[src/pfd_pkg.sv]
/*
 * pfd_pkg: register map, field positions and reset values of the
 * programmable tone divider.
 * assumes: plain register port with 8-bit address and data.
 */
package pfd_pkg;

    localparam int          ADDR_W          = 8;
    localparam int          DATA_W          = 8;

    // register offsets
    localparam logic [7:0]  CTRL_ADDR       = 8'h2E;
    localparam logic [7:0]  DATA_ADDR       = 8'h2F;
    localparam logic [7:0]  STAT_ADDR       = 8'h30;

    // control register fields
    localparam int          CTRL_EN_BIT     = 0;
    localparam int          CTRL_CLKSEL_BIT = 1;
    localparam int          CTRL_PRESCALE_SEL_BIT0_BIT  = 2;
    localparam int          CTRL_PRESCALE_SEL_BIT1_BIT  = 3;
    localparam logic [7:0]  CTRL_MASK       = 8'h0F;

    // status register fields
    localparam int          STAT_OUT_BIT    = 0;
    localparam int          STAT_RUN_BIT    = 1;

    // reset values
    localparam logic [7:0]  CTRL_RESET      = 8'h00;
    localparam logic [7:0]  DATA_RESET      = 8'h00;
    localparam logic [7:0]  ZERO_BYTE       = 8'h00;

    // source clocks
    localparam int          SYS_CLK_HZ      = 50_000_000;
    localparam int          MAIN_OSC_HZ     = 3_580_000;
    localparam int          MAIN_OSC_DIV    = 4;
    localparam int          WATCH_OSC_HZ    = 32_768;
    localparam int          FAST_SRC_HZ     = MAIN_OSC_HZ / MAIN_OSC_DIV;

    // prescale select codes
    typedef enum logic [1:0] {
        PFD_PRE_DIV1,
        PFD_PRE_DIV2,
        PFD_PRE_DIV4,
        PFD_PRE_DIV8
    } pfd_pre_t;

endpackage : pfd_pkg

[src/pfd_src_tick.sv]
`timescale 1ns/1ps
/*
 * pfd_src_tick: fractional rate generator that turns the system clock
 * into a one-cycle enable pulse at a chosen source frequency.
 * assumes: system clock well above the wanted rate.
 */
module pfd_src_tick #(
    parameter int CLK_HZ = 50_000_000,
    parameter int OUT_HZ = 32_768
) (
    // clock and reset
    input  wire logic i_mclk,
    input  wire logic i_rst_n,
    // control
    input  wire logic i_run,
    // enable pulse
    output logic      o_tick
);

    localparam int ACC_W = 32;
    localparam logic [ACC_W-1:0] STEP  = ACC_W'(OUT_HZ);
    localparam logic [ACC_W-1:0] LIMIT = ACC_W'(CLK_HZ);

    initial begin
        if (OUT_HZ <= 0 || OUT_HZ * 2 > CLK_HZ) begin
            $error("pfd_src_tick: rate out of range");
        end
    end

    logic [ACC_W-1:0] acc;
    logic [ACC_W-1:0] next_acc;
    logic             next_tick;

    // phase accumulator: average rate exact, jitter one system cycle
    always_comb begin
        next_acc  = acc + STEP;
        next_tick = 1'b0;
        if (!i_run) begin
            next_acc = '0;
        end else if (next_acc >= LIMIT) begin
            next_acc  = next_acc - LIMIT;
            next_tick = 1'b1;
        end
    end

    always_ff @(posedge i_mclk or negedge i_rst_n) begin
        if (!i_rst_n) begin
            acc    <= '0;
            o_tick <= 1'b0;
        end else begin
            acc    <= next_acc;
            o_tick <= next_tick;
        end
    end

endmodule // pfd_src_tick

[src/pfd_tone_divider.sv]
// Added by the designer: the plain strobed port.
`timescale 1ns/1ps
/*
 * pfd_tone_divider: programmable tone divider. source select, prescaler
 * and 8-bit reloadable counter drive a square-wave tone pin.
 * assumes: register master on i_mclk; one read or write per cycle.
 */
//
// Function
// - prescaler ratio set by two control bits
// - 8-bit divide value sets general counter
// - source is main osc /4 or watch
// - output toggles only while enable is one
// - data writes ignored while disabled
// - disabling clears the data register
// - output toggles every N+1 prescaler periods
module pfd_tone_divider #(
    parameter int CNT_W = 8
) (
    // clock and reset
    input  wire logic                        i_mclk,
    input  wire logic                        i_rst_n,
    // register port
    input  wire logic [pfd_pkg::ADDR_W-1:0]  i_addr,
    input  wire logic [pfd_pkg::DATA_W-1:0]  i_wdata,
    input  wire logic                        i_wr,
    input  wire logic                        i_rd,
    output logic      [pfd_pkg::DATA_W-1:0]  o_rdata,
    // tone pin
    output logic                             o_tone
);

    initial begin
        if (CNT_W != pfd_pkg::DATA_W) begin
            $error("pfd_tone_divider: counter width must match data");
        end
    end

    ////////////////////////////////////////////////////////////////////////

    logic [7:0]       divider_control_reg;
    logic [CNT_W-1:0] divider_count_value;
    logic             divider_output_enable;
    logic             clk_sel_watch;
    logic [1:0]       pre_sel;

    assign divider_output_enable =
        divider_control_reg[pfd_pkg::CTRL_EN_BIT];
    assign clk_sel_watch = divider_control_reg[pfd_pkg::CTRL_CLKSEL_BIT];

    assign pre_sel = {divider_control_reg[pfd_pkg::CTRL_PRESCALE_SEL_BIT1_BIT],
                      divider_control_reg[pfd_pkg::CTRL_PRESCALE_SEL_BIT0_BIT]};

    function automatic logic hit(input logic [pfd_pkg::ADDR_W-1:0] a,
                                 input logic [pfd_pkg::ADDR_W-1:0] r);
        hit = (a == r);
    endfunction

    // control register
    always_ff @(posedge i_mclk or negedge i_rst_n) begin
        if (!i_rst_n) begin
            divider_control_reg <= pfd_pkg::CTRL_RESET;
        end else if (i_wr && hit(i_addr, pfd_pkg::CTRL_ADDR)) begin
            divider_control_reg <= i_wdata & pfd_pkg::CTRL_MASK;
        end
    end

    // data register: written only while enabled, cleared when disabled
    always_ff @(posedge i_mclk or negedge i_rst_n) begin
        if (!i_rst_n) begin
            divider_count_value <= pfd_pkg::DATA_RESET;
        end else if (!divider_output_enable) begin
            divider_count_value <= pfd_pkg::DATA_RESET;
        end else if (i_wr && hit(i_addr, pfd_pkg::DATA_ADDR)) begin
            divider_count_value <= i_wdata;
        end
    end

    ////////////////////////////////////////////////////////////////////////
    // source clocks as enable pulses

    logic fast_tick;
    logic slow_tick;
    logic src_tick;

    pfd_src_tick #(
        .CLK_HZ (pfd_pkg::SYS_CLK_HZ),
        .OUT_HZ (pfd_pkg::FAST_SRC_HZ)
    ) u_fast (
        .i_mclk  (i_mclk),
        .i_rst_n (i_rst_n),
        .i_run   (divider_output_enable),
        .o_tick  (fast_tick)
    );

    pfd_src_tick #(
        .CLK_HZ (pfd_pkg::SYS_CLK_HZ),
        .OUT_HZ (pfd_pkg::WATCH_OSC_HZ)
    ) u_slow (
        .i_mclk  (i_mclk),
        .i_rst_n (i_rst_n),
        .i_run   (divider_output_enable),
        .o_tick  (slow_tick)
    );

    assign src_tick = clk_sel_watch ? slow_tick : fast_tick;

    ////////////////////////////////////////////////////////////////////////
    // prescaler

    logic [2:0] pre_cnt;
    logic       pre_tick;

    function automatic logic pre_done(input logic [1:0] sel,
                                      input logic [2:0] cnt);
        case (sel)
            pfd_pkg::PFD_PRE_DIV1: pre_done = 1'b1;
            pfd_pkg::PFD_PRE_DIV2: pre_done = cnt[0];
            pfd_pkg::PFD_PRE_DIV4: pre_done = &cnt[1:0];
            pfd_pkg::PFD_PRE_DIV8: pre_done = &cnt;
            default: pre_done = 1'b1;
        endcase
    endfunction

    assign pre_tick = src_tick && pre_done(pre_sel, pre_cnt);

    always_ff @(posedge i_mclk or negedge i_rst_n) begin
        if (!i_rst_n) begin
            pre_cnt <= 3'h0;
        end else if (!divider_output_enable) begin
            pre_cnt <= 3'h0;
        end else if (src_tick) begin
            pre_cnt <= pre_cnt + 3'h1;
        end
    end

    ////////////////////////////////////////////////////////////////////////
    // general counter and tone output

    logic [CNT_W-1:0] gen_cnt;

    // counter reloads to zero after N+1 prescaled periods; a new value
    // is compared from the next prescaled tick, inside the current half period
    always_ff @(posedge i_mclk or negedge i_rst_n) begin
        if (!i_rst_n) begin
            gen_cnt <= '0;
            o_tone  <= 1'b0;
        end else if (!divider_output_enable) begin
            gen_cnt <= '0;
            o_tone  <= 1'b0;
        end else if (pre_tick) begin
            if (gen_cnt >= divider_count_value) begin
                gen_cnt <= '0;
                o_tone  <= ~o_tone;
            end else begin
                gen_cnt <= gen_cnt + 1'b1;
            end
        end
    end

    ////////////////////////////////////////////////////////////////////////
    // read port

    always_ff @(posedge i_mclk or negedge i_rst_n) begin
        if (!i_rst_n) begin
            o_rdata <= pfd_pkg::ZERO_BYTE;
        end else if (i_rd) begin
            o_rdata <= pfd_pkg::ZERO_BYTE;
            if (hit(i_addr, pfd_pkg::CTRL_ADDR)) begin
                o_rdata <= divider_control_reg;
            end else if (hit(i_addr, pfd_pkg::DATA_ADDR)) begin
                o_rdata <= divider_count_value;
            end else if (hit(i_addr, pfd_pkg::STAT_ADDR)) begin
                o_rdata[pfd_pkg::STAT_OUT_BIT] <= o_tone;
                o_rdata[pfd_pkg::STAT_RUN_BIT] <= divider_output_enable;
            end
        end else begin
            o_rdata <= pfd_pkg::ZERO_BYTE;
        end
    end

endmodule // pfd_tone_divider

[config.mk]
export PLATFORM = sky130hd
export DESIGN_NAME = pfd_tone_divider
export DESIGN_NICKNAME = d
export VERILOG_FILES = /design/src/pfd_pkg.sv /design/src/pfd_src_tick.sv /design/src/pfd_tone_divider.sv
export SDC_FILE = /design/constraint.sdc
export NUM_CORES = 1
export LEC_CHECK = 0
export BUFFER_PORTS_ARGS = -buffer_cell sky130_fd_sc_hd__buf_2
export CORE_MARGIN = 2
export CORE_UTILIZATION = 40
export DETAILED_ROUTE_END_ITERATION = 16
export SLEW_MARGIN = 15
export SYNTH_ARGS = -nofsm -noshare
export SYNTH_HDL_FRONTEND = slang
export SYNTH_SLANG_ARGS = --single-unit
[constraint.sdc]
create_clock -name i_mclk -period 7.8 [get_ports i_mclk]
set_clock_uncertainty 0.05 [all_clocks]
set_input_delay 0.78 -clock i_mclk [delete_from_list [all_inputs] [get_ports i_mclk]]
set_output_delay 0.78 -clock i_mclk [all_outputs]
set_load 0.01 [all_outputs]
==> impl_results.md, run 1 <==
* Status: finished clean
* Hold Path Class: in -> async
* Final slew viol count at 0
* Clock Pin Slew Worst Setup and Hold Paths at 0.07 ns
* Top flop regs: u_fast.acc (29), u_slow.acc (25)
* Multiplexer area fraction after synthesis at 0.0454
* Finished Layout Cells at approximately 880
* CTS Hold Bufs at 0
* Top-area cell type share of the netlist area at 0.354
* CP Cell Sequence: ha_1 > nand3_1 > o311ai_0 > o211a_1 > a31oi_1 > o21ai_2 > and3_1 > nand3_1 > xnor2_1 > and2_1
* CTS tree: built
* Ys Warns at 0
* Worst Path Arrival at roughly 4 ns
* Share of layout cells above drive strength 1 at 0.112
* Max reg flops at 29
* Slowest cell on crit path: o311ai_0
* Critical Path Fanout Max at 18
* Cell mode on critical path: nand3_1
* Util after Layout at 0.442
* Clock Root Buffer: clkbuf_16
* Synthesized-area fraction occupied by adder cells at 0.0322
* WP buf/inv at 0
* Compound-Gate Fraction of Synth Area at 0.161
* Seq pwr share at 0.498
* Die area at approximately 17000 um2
* First-pass DRT Iterations at 5
* FFs w/ async S/R, synth at 1.00
* Sequential area share after synthesis at 0.354
* Worst-Skew Late Latency at between 0.3 and 0.4 ns
* CTS Buf Count at 9
* CP top delay family: compound AO/OA/AOI/OAI gates
* Max VDD drop at 0.110 mV
* Final hold slack at ~0.32 ns
* Worst r2r path cells at 10
* Simple-gate area share of the yosys netlist at 0.268
* Via count at 5083
* Hold Fails Final Rpt at 0
* Clock Sink Count at 88
* Critical Path Start Type: register
* Mean Syn Cell Area at 9.08 um2
* FP Rows at 45
* CTS resizes at 0
* First-pass GRT wire length at between 20 and 25 mm
* Clock share of power at 0.436
* Setup TNS at 0 ns
* Initial antenna violation count at 0
* Minimum clock period at 3.82 ns
* RR Startpoint: u_slow.acc[15]
* Biggest register: u_fast.acc
* Starting Density at 0.409
* Sw Ratio at 0.250
* Worst EP required at between 7 and 8 ns
* Setup slack, reg-to-reg at 3.98 ns
* Area Growth Syn to Fin at 7.94%
* Final period util at 0.490
* Worst slack at placement at 4.04 ns
* Max Used Layer: met4
* Switching power total at between 0.2 and 0.25 mW
* Placed insts at 867
* Max Cap Viol at 0
* DR WL met3 at 413 um
* # DRC at 0
* Syn_nets at 721
* Achievable Freq at 262 MHz
* Setup Fix Bufs, Post-CTS at 0
* Worst R2R End: u_slow.acc[15]
* Vias in the first global route at 4966
* Final nets at between 700 and 800
* Final GP Congestion at between 0.8 and 0.9
* Mapped cell area at 6220 um2
* Routed WL per cell at 15.7 um
* Via/cell ratio at 5.76
* Final wirelength at 13.9 mm
* Total global-route track usage at 0.181
* Die Wd at 129 um
* Post-synth EDFFs at 0
* Crit. End Element: register
* Area contributors post-synth: dfrtp_1 35%, xnor2_1 5.9%, and2_1 4.1%
* Post-synthesis xor/xnor area fraction at 0.0969
* Largest family of logic cells by synthesized area: simple AND/OR/NAND/NOR gates
* Largest net degree at the start of global routing at 76
* Grt ovf at 0
* # diodes at 0
* Syn Inst Count at 685
* Synth area leader: dfrtp_1
* Int Pwr at 0.702 mW
* Normalized max-slew margin at 0.425
* Gate power share at 0.065
* Pwr/cell area at 139 nW/um2
* Flops & latches, synth at 88
* Slew @ Worst Pin at approximately 0.85 ns
* Starting DRC count in detailed routing at 382
* Post-detail-place hpwl at roughly 10 mm
* Unrepaired setup endpoints after global routing: no
* Die height at 129 um
* Distinct cells, synth at 85
* Setup ws final at between 3 and 4 ns
* # setup viols final at 0
* H-tree depth at 3
* CTS Buffer Depth at 2
* Pleak at approximately 2.9 nW
* Setup CP Type: reg -> reg
* Critical Path Stages at 10
* Metal2 WL at 6.64 mm
* CP max stage delay at around 0.78 ns
* Final ANT Viol Nets at 0
* Wire length on met1 at 6.46 mm
* Prevailing post-synth register cell: dfrtp_1
* Core Area at 15200 um2
* IO buf count at 28
* Io pins at 29
power groups by stage:
stage,Sequential (mW),Combinational (mW),Clock (mW)
2_1_floorplan,0.472,0.0396,0
3_3_place_gp,0.475,0.0609,0
3_5_place_dp,0.475,0.0620,0
4_1_cts,0.466,0.0623,0.421
5_1_grt,0.467,0.0694,0.444
6_report,0.466,0.0611,0.409
placed cells by master, fill, tap and decap left out, drive strengths merged, types with 13 or more instances in the layout:
master   n
nor3    13
o21ai   23
dfrtp   88
ha      16
nor2b   26
xor2    25
xnor2   43
nand4   17
and3    24
nand3   37
mux2i   17
buf     30
and2    41
nor2    42
a21oi   25
inv     24
nand2   35
logic make-up after synthesis:
kind of cell,count (synthesis)
AND/OR/NAND/NOR,288
adder cells (fa/ha/maj),16
multiplexers,27
buffers and inverters,59
flip-flops,88
AO/OA/AOI/OAI,139
XOR/XNOR,68
stage by stage:
stage | power [mW] | area, um2
floorplan | 0.512 | 6220
global placement | 0.535 | 6440
detailed placement | 0.537 | 6440
CTS | 0.950 | 6720
global route | 0.980 | 6720
finish | 0.936 | 6720
metal layers:
metal | GRT usage | vias up
li1 | - | 2481
met1 | 0.244 | 2476
met2 | 0.294 | 99
met3 | 0.0266 | 27
met4 | 0.0735 | 0
met5 | 0 | -
synthesized netlist by cell type, types with 9 or more instances:
| cell type | instances |
|---|---|
| dfrtp_1 | 88 |
| xnor2_1 | 42 |
| and2_1 | 41 |
| nor2_1 | 41 |
| nand3_1 | 35 |
| nand2_1 | 34 |
| nor2b_1 | 26 |
| xor2_1 | 25 |
| a21oi_1 | 24 |
| and3_1 | 24 |
| inv_1 | 23 |
| o21ai_0 | 21 |
| mux2i_1 | 17 |
| nand4_1 | 17 |
| buf_2 | 16 |
| ha_1 | 16 |
| clkbuf_1 | 14 |
| nor3_1 | 11 |
| mux2_2 | 10 |
| a31oi_1 | 9 |
| o21a_1 | 9 |
how the worst max path moves through the flow:
| stage | from | slack, ns | to |
|---|---|---|---|
| floorplan | u_fast.acc[3] | 4.59 | u_fast.acc[15] |
| global placement | u_slow.acc[15] | 4.24 | u_slow.acc[27] |
| detailed placement | u_slow.acc[15] | 4.04 | u_slow.acc[15] |
| finish | u_slow.acc[15] | 3.98 | u_slow.acc[15] |
| global route | u_slow.acc[15] | 3.58 | u_slow.acc[11] |
| CTS | u_slow.acc[15] | 4.03 | u_slow.acc[15] |
worst register-to-register path, stage by stage, from the launching register on:
cell      delay, ns
dfrtp_1        0.46
ha_1           0.35
nand3_1        0.27
o311ai_0       0.79
o211a_1        0.32
a31oi_1        0.14
o21ai_2        0.65
and3_1         0.32
nand3_1        0.10
xnor2_1        0.13
and2_1         0.15
area by class of cell:
type	count	area (um2)
Sequential cell	88	2200
Tap cell	188	235
Clock inverter	5	42.5
Inverter	23	86.3
Timing Repair Buffer	30	158
Clock buffer	11	233
Multi-Input combinational cell	538	3760
Fill cell	1472	8490
No activity file was read; power rests on OpenSTA's default activity.
==> run 2, diff against run 1 <==
==> constraint.sdc (replaced) <==
create_clock -name i_mclk -period 3.42 [get_ports i_mclk]
set_clock_uncertainty 0.05 [all_clocks]
set_input_delay 0.342 -clock i_mclk [delete_from_list [all_inputs] [get_ports i_mclk]]
set_output_delay 0.342 -clock i_mclk [all_outputs]
set_load 0.01 [all_outputs]
==> run 2 against run 1 <==
Cell count rose by 5.1%. The run now ends with hold timing left. Via count is 2.6% higher. Critical path type unchanged. Setup slack got worse by 3.8 ns. Sequential share of layout area fell by 2.0 points. First-iteration DRC count down 0.52%. Routed wire length increased by 8.5%.
==> impl_results.md, run 2 (synthesis gave the netlist of run 1 again) <==
* Max Cap Viol at 0
* FP Rows at 45
* Most frequent cells in the layout: 84 x dfrtp_1, 47 x buf_4, 42 x xnor2_1
* Routed WL per cell at 16.2 um
* Worst Path Arrival at 3.48 ns
* H-tree depth at 3
* Worst-Skew Late Latency at 0.36 ns
* Pleak at 3.15 nW
* Worst R2R End: u_fast.acc[21]
* Most common cell after layout, fill and taps aside: dfrtp_1
* Final GP Congestion at between 0.9 and 1
* Worst r2r path cells at 11
* Starting DRC count in detailed routing at 380
* Max reg flops at 29
* Biggest register: u_fast.acc
* Final slew viol count at 0
* Max VDD drop at 0.208 mV
* Status: complete, but fails checks
* Core Area at 15200 um2
* Die Wd at 129 um
* Post-detail-place hpwl at roughly 11 mm
* # DRC at 0
* CP max stage delay at 0.57 ns
* Setup slack, reg-to-reg at 0.14 ns
* Hold Path Class: in -> async
* Post-Layout Inst Area at roughly 7000 um2
* Critical Path Fanout Max at 7
* Top flop regs: u_fast.acc (29), u_slow.acc (25)
* Starting Density at 0.409
* Area post-placement at between 6000 and 7000 um2
* Largest net degree at the start of global routing at 59
* Total global-route track usage at 0.188
* WP buf/inv at 1
* Crit. End Element: register
* Worst EP required at approximately 3.6 ns
* Pwr/cell area at 311 nW/um2
* Clock Sink Count at 88
* Via count at 5215
* Slowest cell on crit path: or4b_4
* Setup CP Type: reg -> reg
* Die area at 16600 um2
* CP top delay family: simple AND/OR/NAND/NOR gates
* CP Cell Sequence: inv_1 > ha_1 > and4b_2 > nand3_4 > a211oi_1 > xnor2_1 > or4b_4 > o211ai_4 > nand2_2 > or3_1 > and3_1
* Clock Pin Slew Worst Setup and Hold Paths at around 0.07 ns
* CTS Buffer Depth at 2
* Via/cell ratio at 5.62
* First-pass DRT Iterations at 5
* CTS Hold Bufs at 0
* # diodes at 0
* Die height at between 100 and 150 um
* Final ANT Viol Nets at 0
* IO buf count at 28
* First-pass GRT wire length at 25.0 mm
* Minimum clock period at 3.28 ns
* Normalized max-slew margin at 0.489
* Critical Path Start Type: register
* CTS tree: built
* CTS Buf Count at 9
* Vias in the first global route at 5139
* Share of layout cells above drive strength 1 at 0.191
* Achievable Freq at 305 MHz
* Initial antenna violation count at 0
* Final nets at about 770
* Final hold slack at -0.00315 ns
* Final period util at 0.958
* Slew @ Worst Pin at between 0.7 and 0.8 ns
* Unrepaired setup endpoints after global routing: no
* Hold Fails Final Rpt at 2
* Failing checks: hold timing
* Clock Root Buffer: clkbuf_16
* RR Startpoint: u_fast.acc[3]
* Io pins at 29
* Setup TNS at 0 ns
* # setup viols final at 0
* Area Growth Syn to Fin at 15.2%
* Grt ovf at 0
* Final wirelength at 15.0 mm
## run 2: cell count changes in the layout (fill, tap and decap cells not counted), sizes merged
cell | previous run | this run
buf | 30 | 75
clkinv | 4 | 2
inv | 24 | 26
clkbuf | 11 | 10
clkinvlp | 0 | 1
## run 2: worst max-delay path by stage
| stage | slack (ns) | depth (start not counted) | from | endpoint |
|---|---|---|---|---|
| finish | 0.14 | 11 | u_fast.acc[3] | u_fast.acc[21] |
| global route | 0.02 | 11 | u_fast.acc[3] | u_fast.acc[21] |
| CTS | 0.03 | 11 | u_fast.acc[3] | u_fast.acc[21] |
| detailed placement | 0.04 | 11 | u_fast.acc[3] | u_fast.acc[21] |
| global placement | 0.12 | 9 | u_fast.acc[14] | u_fast.acc[21] |
| floorplan | 0.21 | 12 | u_fast.acc[3] | u_fast.acc[15] |
## run 2: repair_timing
action                     4_1_cts  5_1_grt
hold endpoints to repair         0        0
resized for setup                0       18
setup endpoints to repair        0       14
buffers inserted                 0        7
## run 2: where the power goes
part,internal (mW),switching (mW),total (mW)
combinational,0.0656,0.0958,0.161
sequential,1.05,0.0163,1.06
clock,0.524,0.478,1.00
total,1.64,0.590,2.23
## run 2: cell type report
| cell class | count | area, um2 |
|---|---|---|
| sequential | 88 | 2210 |
| timing repair buffer | 75 | 508 |
| clock buffer | 10 | 239 |
| tap | 188 | 235 |
| multi-input combinational | 538 | 3840 |
| clock inverter | 6 | 50.0 |
| fill | 1469 | 8030 |
| inverter | 23 | 86.3 |
## run 2: metal layers
| metal | track usage | up-vias | share of wire |
|---|---|---|---|
| met2 | 0.310 | 85 | 0.47 |
| met3 | 0.0279 | 16 | 0.031 |
| met1 | 0.251 | 2546 | 0.48 |
| met5 | 0 | - | 0 |
| li1 | - | 2568 | - |
| met4 | 0.0729 | 0 | 0.016 |
## run 2: through the flow
stage / cells / power (mW) / utilization / setup slack (ns) / hold WS, ns
after floorplan: 685 / 1.17 / - / 0.211 / -0.00359
after global placement: 905 / 1.23 / 0.442 / 0.124 / 0.401
after detailed placement: 905 / 1.24 / 0.442 / 0.0389 / 0.416
after CTS: 921 / 2.24 / 0.461 / 0.0282 / 0.0247
after global routing: 928 / 2.32 / 0.472 / 0.0173 / 0.0660
final: 928 / 2.23 / 0.472 / 0.144 / -0.00315
